==> config.mk <==
export PLATFORM = sky130hd
export DESIGN_NAME = dtc_timer
export DESIGN_NICKNAME = d
export VERILOG_FILES = /design/src/hw/dtc_pkg.sv /design/src/hw/dtc_edge_sync.sv /design/src/hw/dtc_prescale.sv /design/src/hw/dtc_timer.sv
export SDC_FILE = /design/constraint.sdc
export NUM_CORES = 1
export LEC_CHECK = 0
export BUFFER_PORTS_ARGS = -buffer_cell sky130_fd_sc_hd__clkbuf_2
export CELL_PAD_IN_SITES_DETAIL_PLACEMENT = 1
export CELL_PAD_IN_SITES_GLOBAL_PLACEMENT = 1
export CORE_MARGIN = 2
export CORE_UTILIZATION = 42
export CTS_CLUSTER_DIAMETER = 100
export DETAILED_ROUTE_END_ITERATION = 16
export GPL_ROUTABILITY_DRIVEN = 0
export HOLD_SLACK_MARGIN = 0.1
export PLACE_DENSITY = 0.85
export SLEW_MARGIN = 20
export SYNTH_ARGS = -nofsm -noshare
export SYNTH_HDL_FRONTEND = slang
export SYNTH_SLANG_ARGS = --single-unit
==> constraint.sdc <==
create_clock -name clk_i -period 2.7 [get_ports clk_i]
set_input_delay 0.405 -clock clk_i [delete_from_list [all_inputs] [get_ports clk_i]]
set_output_delay 0.405 -clock clk_i [all_outputs]
set_load 0.005 [all_outputs]
==> src/hw/dtc_pkg.sv <==
/*
  Shared constants for the dual timer/counter: register offsets, bit positions,
  reset values and mode encodings.
  Assumes byte-wide registers, one per aligned 32-bit Wishbone word.
*/
package dtc_pkg;
  // Register byte addresses; the control/status offset is fixed, the rest are placed beside it
  localparam logic [7:0] DTC_ADR_CONTROL_STATUS = 8'h88;
  localparam logic [7:0] DTC_ADR_MODE = 8'h8C;
  localparam logic [7:0] DTC_ADR_AUX_MODE = 8'h90;
  localparam logic [7:0] DTC_ADR_T0_LOW = 8'h94;
  localparam logic [7:0] DTC_ADR_T0_HIGH = 8'h98;
  localparam logic [7:0] DTC_ADR_T1_LOW = 8'h9C;
  localparam logic [7:0] DTC_ADR_T1_HIGH = 8'hA0;
  localparam logic [7:0] DTC_ADR_AUX_CTRL = 8'hA4;
  // Control/status bits
  localparam int DTC_BIT_IT0 = 0;
  localparam int DTC_BIT_IE0 = 1;
  localparam int DTC_BIT_IT1 = 2;
  localparam int DTC_BIT_IE1 = 3;
  localparam int DTC_BIT_RUN0 = 4;
  localparam int DTC_BIT_OVF0 = 5;
  localparam int DTC_BIT_RUN1 = 6;
  localparam int DTC_BIT_OVF1 = 7;
  // Mode register: low nibble timer 0, high nibble timer 1
  localparam int DTC_MODE_GATE = 3;
  localparam int DTC_MODE_CT = 2;
  localparam int DTC_MODE_NIBBLE = 4;
  // Auxiliary mode: third mode bit per timer; auxiliary control: toggle enables
  localparam int DTC_AUX_M2_T0 = 0;
  localparam int DTC_AUX_M2_T1 = 4;
  localparam int DTC_TOG_EN_T0 = 0;
  localparam int DTC_TOG_EN_T1 = 1;
  localparam logic [7:0] DTC_RESET_BYTE = 8'h00;
  localparam logic [7:0] DTC_PWM_HIGH = 8'h00;
  localparam logic [7:0] DTC_PWM_LOW = 8'hFF;
  localparam logic [4:0] DTC_PRESCALE_TOP = 5'h1F;
  localparam logic [31:0] DTC_UNMAPPED_DATA = 32'h0000_0000;
  typedef enum logic [2:0] {
    DTC_M13 = 3'b000,
    DTC_M16 = 3'b001,
    DTC_MRELOAD = 3'b010,
    DTC_MSPLIT = 3'b011,
    DTC_MPWM = 3'b110
  } dtc_mode_type;
endpackage

==> src/hw/dtc_edge_sync.sv <==
/*
  Two-stage synchroniser with falling-edge pulse output.
  Assumes the pin is asynchronous to clk_i; the first stage feeds only the second.
*/
`timescale 1ns/1ns
module dtc_edge_sync (
  // Clock and reset
  input wire logic clk_i,
  input wire logic rst_i,
  // Pin
  input wire logic pin_i,
  // Synchronised level and falling-edge pulse
  output logic level_o,
  output logic fall_o
);
  logic meta;
  logic sync;
  logic prev;

  // Resets to high so an idle-high pin gives no false edge
  always_ff @(posedge clk_i) begin
    if (rst_i) begin
      meta <= 1'b1;
      sync <= 1'b1;
      prev <= 1'b1;
    end else begin
      meta <= pin_i;
      sync <= meta;
      prev <= sync;
    end
  end

  assign level_o = sync;
  assign fall_o = prev & ~sync;
endmodule

==> src/hw/dtc_prescale.sv <==
/*
  Low and high counter byte step logic for one timer.
  Assumes the caller holds the byte and applies the result only when the count enable is high.
*/
`timescale 1ns/1ns
module dtc_prescale import dtc_pkg::*; (
  // Mode and current bytes
  input wire logic [2:0] mode_i,
  input wire logic [7:0] low_i,
  input wire logic [7:0] high_i,
  // Next bytes and overflow
  output logic [7:0] next_low_o,
  output logic [7:0] next_high_o,
  output logic ovf_o
);
  wire is13 = (mode_i == DTC_M13);
  wire is16 = (mode_i == DTC_M16);
  // PWM lets the low byte wrap freely, so the period stays 256 clocks whatever the high byte holds
  wire reload = (mode_i == DTC_MRELOAD);
  wire low_wrap13 = (low_i[4:0] == DTC_PRESCALE_TOP);
  wire low_wrap8 = (low_i == DTC_PWM_LOW);
  wire carry = is13 ? low_wrap13 : low_wrap8;
  // 13-bit mode keeps the upper three low bits untouched; they carry no meaning
  wire [7:0] low13 = {low_i[7:5], low_i[4:0] + 5'h01};
  wire [7:0] low8 = low_i + 8'h01;

  assign next_low_o = is13 ? low13 : (reload && low_wrap8) ? high_i : low8;
  assign next_high_o = ((is13 || is16) && carry) ? high_i + 8'h01 : high_i;
  assign ovf_o = (is13 || is16) ? (carry && high_i == DTC_PWM_LOW) : low_wrap8;
endmodule

==> src/hw/dtc_timer.sv <==
/*
  Dual timer/counter with 13-bit, 16-bit, auto-reload, split and PWM modes,
  toggle outputs and external interrupt flags, behind a classic Wishbone slave.
  Assumes pins synchronous-capable via internal synchronisers; single clock domain.
*/
`timescale 1ns/1ns
module dtc_timer import dtc_pkg::*; (
  // Clock and reset
  input wire logic clk_i,
  input wire logic rst_i,
  // Wishbone slave
  input wire logic wb_cyc_i,
  input wire logic wb_stb_i,
  input wire logic wb_we_i,
  input wire logic [7:0] wb_adr_i,
  input wire logic [3:0] wb_sel_i,
  input wire logic [31:0] wb_dat_i,
  output logic [31:0] wb_dat_o,
  output logic wb_ack_o,
  // Pins
  input wire logic [1:0] count_pin_i,
  input wire logic [1:0] external_interrupt_pin_i,
  output logic [1:0] timer_pin_o,
  output logic [1:0] timer_pin_oe_o,
  // CPU interrupt logic
  input wire logic [1:0] ovf_service_i,
  input wire logic [1:0] ext_service_i,
  output logic [1:0] overflow_flag_o,
  output logic [1:0] ext_irq_o
);
  logic [7:0] timer_control_status;
  logic [7:0] timer_mode_register;
  logic [7:0] aux_mode;
  logic [7:0] auxiliary_control;
  logic [7:0] count_low_byte [2];
  logic [7:0] count_high_byte [2];
  logic [1:0] tog;
  logic [1:0] pwm_prev;
  logic [1:0] ext_prev;

  // Bus decode
  wire wr = wb_cyc_i & wb_stb_i & wb_we_i & ~wb_ack_o & wb_sel_i[0];
  wire rd = wb_cyc_i & wb_stb_i & ~wb_ack_o;
  wire wr_cs = wr && wb_adr_i == DTC_ADR_CONTROL_STATUS;
  wire wr_md = wr && wb_adr_i == DTC_ADR_MODE;
  wire wr_am = wr && wb_adr_i == DTC_ADR_AUX_MODE;
  wire wr_ac = wr && wb_adr_i == DTC_ADR_AUX_CTRL;
  wire [1:0] wr_lo = {wr && wb_adr_i == DTC_ADR_T1_LOW, wr && wb_adr_i == DTC_ADR_T0_LOW};
  wire [1:0] wr_hi = {wr && wb_adr_i == DTC_ADR_T1_HIGH, wr && wb_adr_i == DTC_ADR_T0_HIGH};

  wire [2:0] mode [2];
  assign mode[0] = {aux_mode[DTC_AUX_M2_T0], timer_mode_register[1:0]};
  assign mode[1] = {aux_mode[DTC_AUX_M2_T1], timer_mode_register[5:4]};
  wire split = (mode[0] == DTC_MSPLIT);

  wire [1:0] run = {timer_control_status[DTC_BIT_RUN1], timer_control_status[DTC_BIT_RUN0]};
  wire [1:0] ovf_flag = {timer_control_status[DTC_BIT_OVF1], timer_control_status[DTC_BIT_OVF0]};
  wire [1:0] ext_type = {timer_control_status[DTC_BIT_IT1], timer_control_status[DTC_BIT_IT0]};
  wire [1:0] ext_flag = {timer_control_status[DTC_BIT_IE1], timer_control_status[DTC_BIT_IE0]};
  wire [1:0] tog_en = {auxiliary_control[DTC_TOG_EN_T1], auxiliary_control[DTC_TOG_EN_T0]};

  wire [1:0] cnt_fall;
  wire [1:0] int_level;
  wire [1:0] int_fall;
  wire [1:0] count_en;
  wire [1:0] ovf;
  wire [1:0] pwm_out;
  wire [7:0] next_lo [2];
  wire [7:0] next_hi [2];
  wire [1:0] step_ovf;

  // Split high byte counts machine cycles under the timer 1 run bit; it wraps at 8 bits
  wire split_hi_en = split & run[1];
  wire split_hi_ovf = split_hi_en && count_high_byte[0] == DTC_PWM_LOW;

  genvar g;
  generate
    for (g = 0; g < 2; g++) begin : gen_timer
      wire [3:0] nib = timer_mode_register[DTC_MODE_NIBBLE*g +: DTC_MODE_NIBBLE];
      wire gated = ~nib[DTC_MODE_GATE] | int_level[g];
      wire src = nib[DTC_MODE_CT] ? cnt_fall[g] : 1'b1;
      // Timer 1 halts in its own mode 3; in split mode it keeps counting though its flag is taken
      wire stopped = (g == 1) && (mode[1] == DTC_MSPLIT);
      wire [2:0] eff_mode = (g == 0 && split) ? DTC_MRELOAD : mode[g];
      assign count_en[g] = run[g] & gated & src & ~stopped;

      dtc_edge_sync u_cnt (
        .clk_i(clk_i),
        .rst_i(rst_i),
        .pin_i(count_pin_i[g]),
        .level_o(),
        .fall_o(cnt_fall[g])
      );
      dtc_edge_sync u_int (
        .clk_i(clk_i),
        .rst_i(rst_i),
        .pin_i(external_interrupt_pin_i[g]),
        .level_o(int_level[g]),
        .fall_o(int_fall[g])
      );
      dtc_prescale u_step (
        .mode_i(eff_mode),
        .low_i(count_low_byte[g]),
        .high_i(count_high_byte[g]),
        .next_low_o(next_lo[g]),
        .next_high_o(next_hi[g]),
        .ovf_o(step_ovf[g])
      );
      // Split low byte: plain 8-bit wrap, no reload
      wire [7:0] lo_val = (g == 0 && split) ? count_low_byte[g] + 8'h01 : next_lo[g];
      assign ovf[g] = count_en[g] & step_ovf[g];
      // PWM: flag low while low byte is below high byte, giving low time high-byte counts
      assign pwm_out[g] = count_low_byte[g] >= count_high_byte[g];

      always_ff @(posedge clk_i) begin
        if (rst_i) begin
          count_low_byte[g] <= DTC_RESET_BYTE;
        end else if (wr_lo[g]) begin
          count_low_byte[g] <= wb_dat_i[7:0];
        end else if (count_en[g]) begin
          count_low_byte[g] <= lo_val;
        end
      end

      always_ff @(posedge clk_i) begin
        if (rst_i) begin
          count_high_byte[g] <= DTC_RESET_BYTE;
        end else if (wr_hi[g]) begin
          count_high_byte[g] <= wb_dat_i[7:0];
        end else if (g == 0 && split) begin
          if (split_hi_en) begin
            count_high_byte[g] <= count_high_byte[g] + 8'h01;
          end
        end else if (count_en[g]) begin
          count_high_byte[g] <= next_hi[g];
        end
      end

      // Toggle output: forced to one while disabled so it starts high
      always_ff @(posedge clk_i) begin
        if (rst_i) begin
          tog[g] <= 1'b1;
        end else if (!tog_en[g]) begin
          tog[g] <= 1'b1;
        end else if (ovf[g] && !(g == 0 && split)) begin
          tog[g] <= ~tog[g];
        end else if (g == 0 && split && count_en[0] && count_low_byte[0] == DTC_PWM_LOW) begin
          tog[g] <= ~tog[g];
        end
      end

      // Pin drive: PWM level, or toggle output when enabled, in counter use as well
      always_ff @(posedge clk_i) begin
        if (rst_i) begin
          timer_pin_o[g] <= 1'b1;
          timer_pin_oe_o[g] <= 1'b0;
          pwm_prev[g] <= 1'b0;
        end else begin
          pwm_prev[g] <= pwm_out[g];
          if (mode[g] == DTC_MPWM) begin
            timer_pin_oe_o[g] <= 1'b1;
            if (count_high_byte[g] == DTC_PWM_HIGH) begin
              timer_pin_o[g] <= 1'b1;
            end else if (count_high_byte[g] == DTC_PWM_LOW) begin
              timer_pin_o[g] <= 1'b0;
            end else begin
              timer_pin_o[g] <= pwm_out[g];
            end
          end else begin
            // Toggling only makes sense on the internal clock; software keeps select clear
            timer_pin_oe_o[g] <= tog_en[g];
            // A disabled output shows one at once rather than a stale toggle level
            timer_pin_o[g] <= tog_en[g] ? tog[g] : 1'b1;
          end
        end
      end
    end
  endgenerate

  // Overflow events per flag: timer 1 flag is fed by the split high byte in mode 3
  wire split_lo_ovf = split & count_en[0] & (count_low_byte[0] == DTC_PWM_LOW);
  wire [1:0] ovf_evt = {split ? split_hi_ovf : ovf[1], split ? split_lo_ovf : ovf[0]};
  wire [1:0] is_pwm = {mode[1] == DTC_MPWM, mode[0] == DTC_MPWM};
  // PWM rise is the interrupt-worthy event; the flag follows the waveform otherwise
  wire [1:0] pwm_rise = pwm_out & ~pwm_prev;

  // External interrupt request: edge flag in edge mode, inverted level in level mode
  wire [1:0] ext_req = ext_type & int_fall;

  logic [7:0] next_cs;
  always_comb begin
    next_cs = timer_control_status;
    if (wr_cs) begin
      next_cs = wb_dat_i[7:0];
    end
    // Hardware clears on service first, so a set in the same cycle wins
    if (ext_service_i[0]) begin
      next_cs[DTC_BIT_IE0] = 1'b0;
    end
    if (ext_service_i[1]) begin
      next_cs[DTC_BIT_IE1] = 1'b0;
    end
    // PWM flags ignore the vector clear; the waveform owns them there
    if (ovf_service_i[0] && !is_pwm[0]) begin
      next_cs[DTC_BIT_OVF0] = 1'b0;
    end
    if (ovf_service_i[1] && !is_pwm[1]) begin
      next_cs[DTC_BIT_OVF1] = 1'b0;
    end
    if (ext_req[0]) begin
      next_cs[DTC_BIT_IE0] = 1'b1;
    end
    if (ext_req[1]) begin
      next_cs[DTC_BIT_IE1] = 1'b1;
    end
    // PWM: hardware drives the flag with the waveform, software writes still clear it
    if (is_pwm[0] && count_en[0] && pwm_out[0] != pwm_prev[0]) begin
      next_cs[DTC_BIT_OVF0] = pwm_rise[0];
    end
    if (is_pwm[1] && count_en[1] && pwm_out[1] != pwm_prev[1]) begin
      next_cs[DTC_BIT_OVF1] = pwm_rise[1];
    end
    // Overflow sets last so it beats a software or service clear in the same cycle
    if (ovf_evt[0] && !is_pwm[0]) begin
      next_cs[DTC_BIT_OVF0] = 1'b1;
    end
    if (ovf_evt[1] && !is_pwm[1]) begin
      next_cs[DTC_BIT_OVF1] = 1'b1;
    end
  end

  // Read mux
  logic [7:0] rd_byte;
  always_comb begin
    case (wb_adr_i)
      DTC_ADR_CONTROL_STATUS: rd_byte = timer_control_status;
      DTC_ADR_MODE: rd_byte = timer_mode_register;
      DTC_ADR_AUX_MODE: rd_byte = aux_mode;
      DTC_ADR_T0_LOW: rd_byte = count_low_byte[0];
      DTC_ADR_T0_HIGH: rd_byte = count_high_byte[0];
      DTC_ADR_T1_LOW: rd_byte = count_low_byte[1];
      DTC_ADR_T1_HIGH: rd_byte = count_high_byte[1];
      DTC_ADR_AUX_CTRL: rd_byte = auxiliary_control;
      default: rd_byte = DTC_RESET_BYTE;
    endcase
  end

  always_ff @(posedge clk_i) begin
    if (rst_i) begin
      timer_control_status <= DTC_RESET_BYTE;
      timer_mode_register <= DTC_RESET_BYTE;
      aux_mode <= DTC_RESET_BYTE;
      auxiliary_control <= DTC_RESET_BYTE;
    end else begin
      timer_control_status <= next_cs;
      if (wr_md) begin
        timer_mode_register <= wb_dat_i[7:0];
      end
      // Unused auxiliary bits read back as zero
      if (wr_am) begin
        aux_mode <= wb_dat_i[7:0] & 8'h11;
      end
      if (wr_ac) begin
        auxiliary_control <= wb_dat_i[7:0] & 8'h03;
      end
    end
  end

  // One-wait-state slave; every address acks, unmapped reads give zero
  always_ff @(posedge clk_i) begin
    if (rst_i) begin
      wb_ack_o <= 1'b0;
      wb_dat_o <= DTC_UNMAPPED_DATA;
    end else begin
      wb_ack_o <= rd;
      wb_dat_o <= rd ? {24'h00_0000, rd_byte} : DTC_UNMAPPED_DATA;
    end
  end

  // Interrupt lines to the CPU
  always_ff @(posedge clk_i) begin
    if (rst_i) begin
      overflow_flag_o <= 2'b00;
      ext_irq_o <= 2'b00;
    end else begin
      overflow_flag_o <= {next_cs[DTC_BIT_OVF1], next_cs[DTC_BIT_OVF0]};
      ext_irq_o <= (ext_type & {next_cs[DTC_BIT_IE1], next_cs[DTC_BIT_IE0]}) | (~ext_type & ~int_level);
    end
  end
endmodule

==> impl_metrics.toml <==
[finish]
drive_gt1_frac = 0.167
area_growth_pct = 13.8
final_cell_mix = "nand2_1, dfxtp_1, nor2_1"
nets = 711
diodes = 0
final_util = 0.486
layout_commonest_cell = "nand2_1"

[clock_network]
numCtsBuffers = 9
h-tree-depth = 3
cts.sinks = 83
cts.clk_slew.worst_paths_ps = 70
cts_tree = "yes"
clock_latency_ps = 360
clock_path_buffers = 2
cts_root_buf = "clkbuf_16"

[logic_synthesis]
yosys_register_bits = 83
synthSimpleGateAreaFrac = 0.215
synth_fa_ha_area_frac = 0.0588
synthCells = 578
synth_top_family_by_area = "simple AND/OR/NAND/NOR gates"
avgSynthCellArea_um2 = 8.84
synthArstFlopShare = 0
synth_top_area_cell = "dfxtp_1"
synth-xor-area-share = 0.0360
synth_edf_count = 32
yosysTopAreaCellShare = 0.200
synthFlopType = "dfxtp_1"
synth_area_um2 = 5110
synthMuxAreaShare = 0.0304
yosysUniqueCellTypes = 68
synth.area.top_cells = "dfxtp_1, edfxtp_1, ha_1, nand2_1, buf_4"
ys_seq_area_frac = 0.388
synth_compound_area_frac = 0.190
ys.warnings.count = 0

[drt]
met2_length_um = 8190
first_pass_iters = 6
top_layer = "met4"
wl_per_cell_um = 21.5
postRouteAntennaNets = 0
wirelength_um = 16800
wl_met1_um = 6620
vias = 4821
drc_errors = 0
drtIter0Drc = 350
via_per_inst = 6.16
wl_met3_um = 1090

[floorplan]
start_util = 0.427
num_rows = 40
die_x_um = 114
die_h_um = 114
pin_count = 98
core_um2 = 12000
die_area_um2 = 13100

[global_routing]
grt_pass1_vias = 5010
grt_pass1_wl_um = 26600
grt_max_degree = 27
globalRoute.totalOverflow = 0
grtUsageTotal = 0.267
antenna_found_initial = 0

[power]
vdd_drop_max_mv = 0.348
power_density_nw_per_um2 = 509
p_leak_nw = 2.22

[sta]
fmax_mhz = 392
slew_violations = 0
tightest_slew_ps = 907
grt_setup_unrepaired = "no"
min_period_ps = 2550
period_share = 0.944
relSlewSlack = 0.395
finalSetupTns_ps = 0
setup-violations-final = 0
finalHoldViolCount = 0
skew_ps = 7.56

[setup_path]
setup.worst_path.end_class = "flip-flop"
worst_ep_arrival_time_ps = 2820
critical_path.max_fanout = 4
crit_required_ps = 2970
ff2ff_setup_slack_ps = 150
crit_type = "reg2reg"
cp-start-kind = "flip-flop"

[placed_design]
dp_hpwl_um = 12500
io_buffers = 46

[status]
status = "completed"

[run]
cap_violations = 0

[worst_hold_path]
min_path_type = "in2reg"
==> critical path, cell delays in order (launching register included) <==
cell,delay (ps)
edfxtp_1,470
ha_4,200
and3_1,160
ha_1,200
or4b_2,600
o31ai_1,110
a22oi_1,150
or3_1,370
a41oi_1,200
==> logic make-up (layout without fill, tap and decap cells) <==
kind of cell    Yosys count  after routing
compound gates          140            140
other cells               1             24
xor+xnor                 21             21
mux                      15             15
buf+inv                  84            118
fa+ha+maj                24             24
flops                    83             83
simple gates            210            210
==> metrics by stage <==
stage / std cells / power (mW) / instance area [um^2] / setup WS [ps] / hold slack, ps
floorplan: 601 / 1.52 / 5200 / 215 / 389
global placement: 766 / 1.60 / 5480 / 222 / 393
detailed placement: 766 / 1.61 / 5480 / 161 / 398
CTS: 782 / 2.96 / 5810 / 110 / 226
global route: 782 / 3.04 / 5820 / 50.7 / 235
finish: 782 / 2.96 / 5820 / 152 / 226
==> repair_timing <==
item | in CTS | in global routing
endpoints found under the setup margin | 0 | 1
setup buffers | 0 | 0
resized for setup | 0 | 2
hold buffers | 0 | 0
==> registers in the layout (all words and copies together) (netlist names), 2 cells and up <==
register / flops
timer_pin_o: 2
gen_timer.u_cnt.level_o: 2
gen_timer.u_int.level_o: 2
gen_timer.u_cnt.prev: 2
auxiliary_control: 2
aux_mode: 2
count_low_byte: 16
wb_dat_o: 8
gen_timer.u_int.meta: 2
pwm_prev: 2
timer_mode_register: 8
timer_pin_oe_o: 2
tog: 2
count_high_byte: 16
ext_irq_o: 2
timer_control_status: 8
gen_timer.u_cnt.meta: 2
gen_timer.u_int.prev: 2
==> layout make-up <==
class                           instances  area [um^2]
Multi-Input combinational cell        434         2810
Timing Repair Buffer                   65          373
Fill cell                            1415         6140
Tap cell                              147          184
Sequential cell                        83         1980
Clock inverter                          6         78.8
Inverter                               37          139
Clock buffer                           10          250
==> synth_stat cells, types with 8 or more instances <==
library cell and number:
a21oi_1 30, a22oi_1 18, and3_1 10, buf_4 26, clkbuf_1 17, dfxtp_1 51, edfxtp_1 32, ha_1 24
inv_1 37, mux2i_1 14, nand2_1 58, nand2b_1 8, nand3_1 13, nor2_1 49, nor3_1 8, o21ai_0 27
or2_2 17, xnor2_1 18
==> layer usage <==
metal | track usage | vias to the layer above
li1 | - | 2161
met1 | 0.321 | 2342
met2 | 0.456 | 250
met3 | 0.0413 | 68
met4 | 0.149 | 0
met5 | 0 | -
==> power breakdown <==
| part | internal [mW] | total [mW] | switching [mW] |
|---|---|---|---|
| Sequential | 1.33 | 1.36 | 0.0358 |
| Combinational | 0.0856 | 0.230 | 0.144 |
| Clock | 0.793 | 1.37 | 0.575 |
| Total | 2.20 | 2.96 | 0.755 |
==> path summary, 6_finish.rpt <==
check | start | cells after the start | endpoint
hold reg to reg | gen_timer[1].u_cnt.meta$_SDFF_PP1_ | 1 | gen_timer[1].u_cnt.level_o$_SDFF_PP1_
setup / recovery | count_low_byte[1][1]$_SDFFCE_PN0P_ | 8 | timer_control_status[7]$_SDFF_PP0_
hold / removal | external_interrupt_pin_i[0] | 2 | gen_timer[0].u_int.meta$_SDFF_PP1_
setup reg to reg | count_low_byte[1][1]$_SDFFCE_PN0P_ | 8 | timer_control_status[7]$_SDFF_PP0_
(Power assumes the default switching activity.)
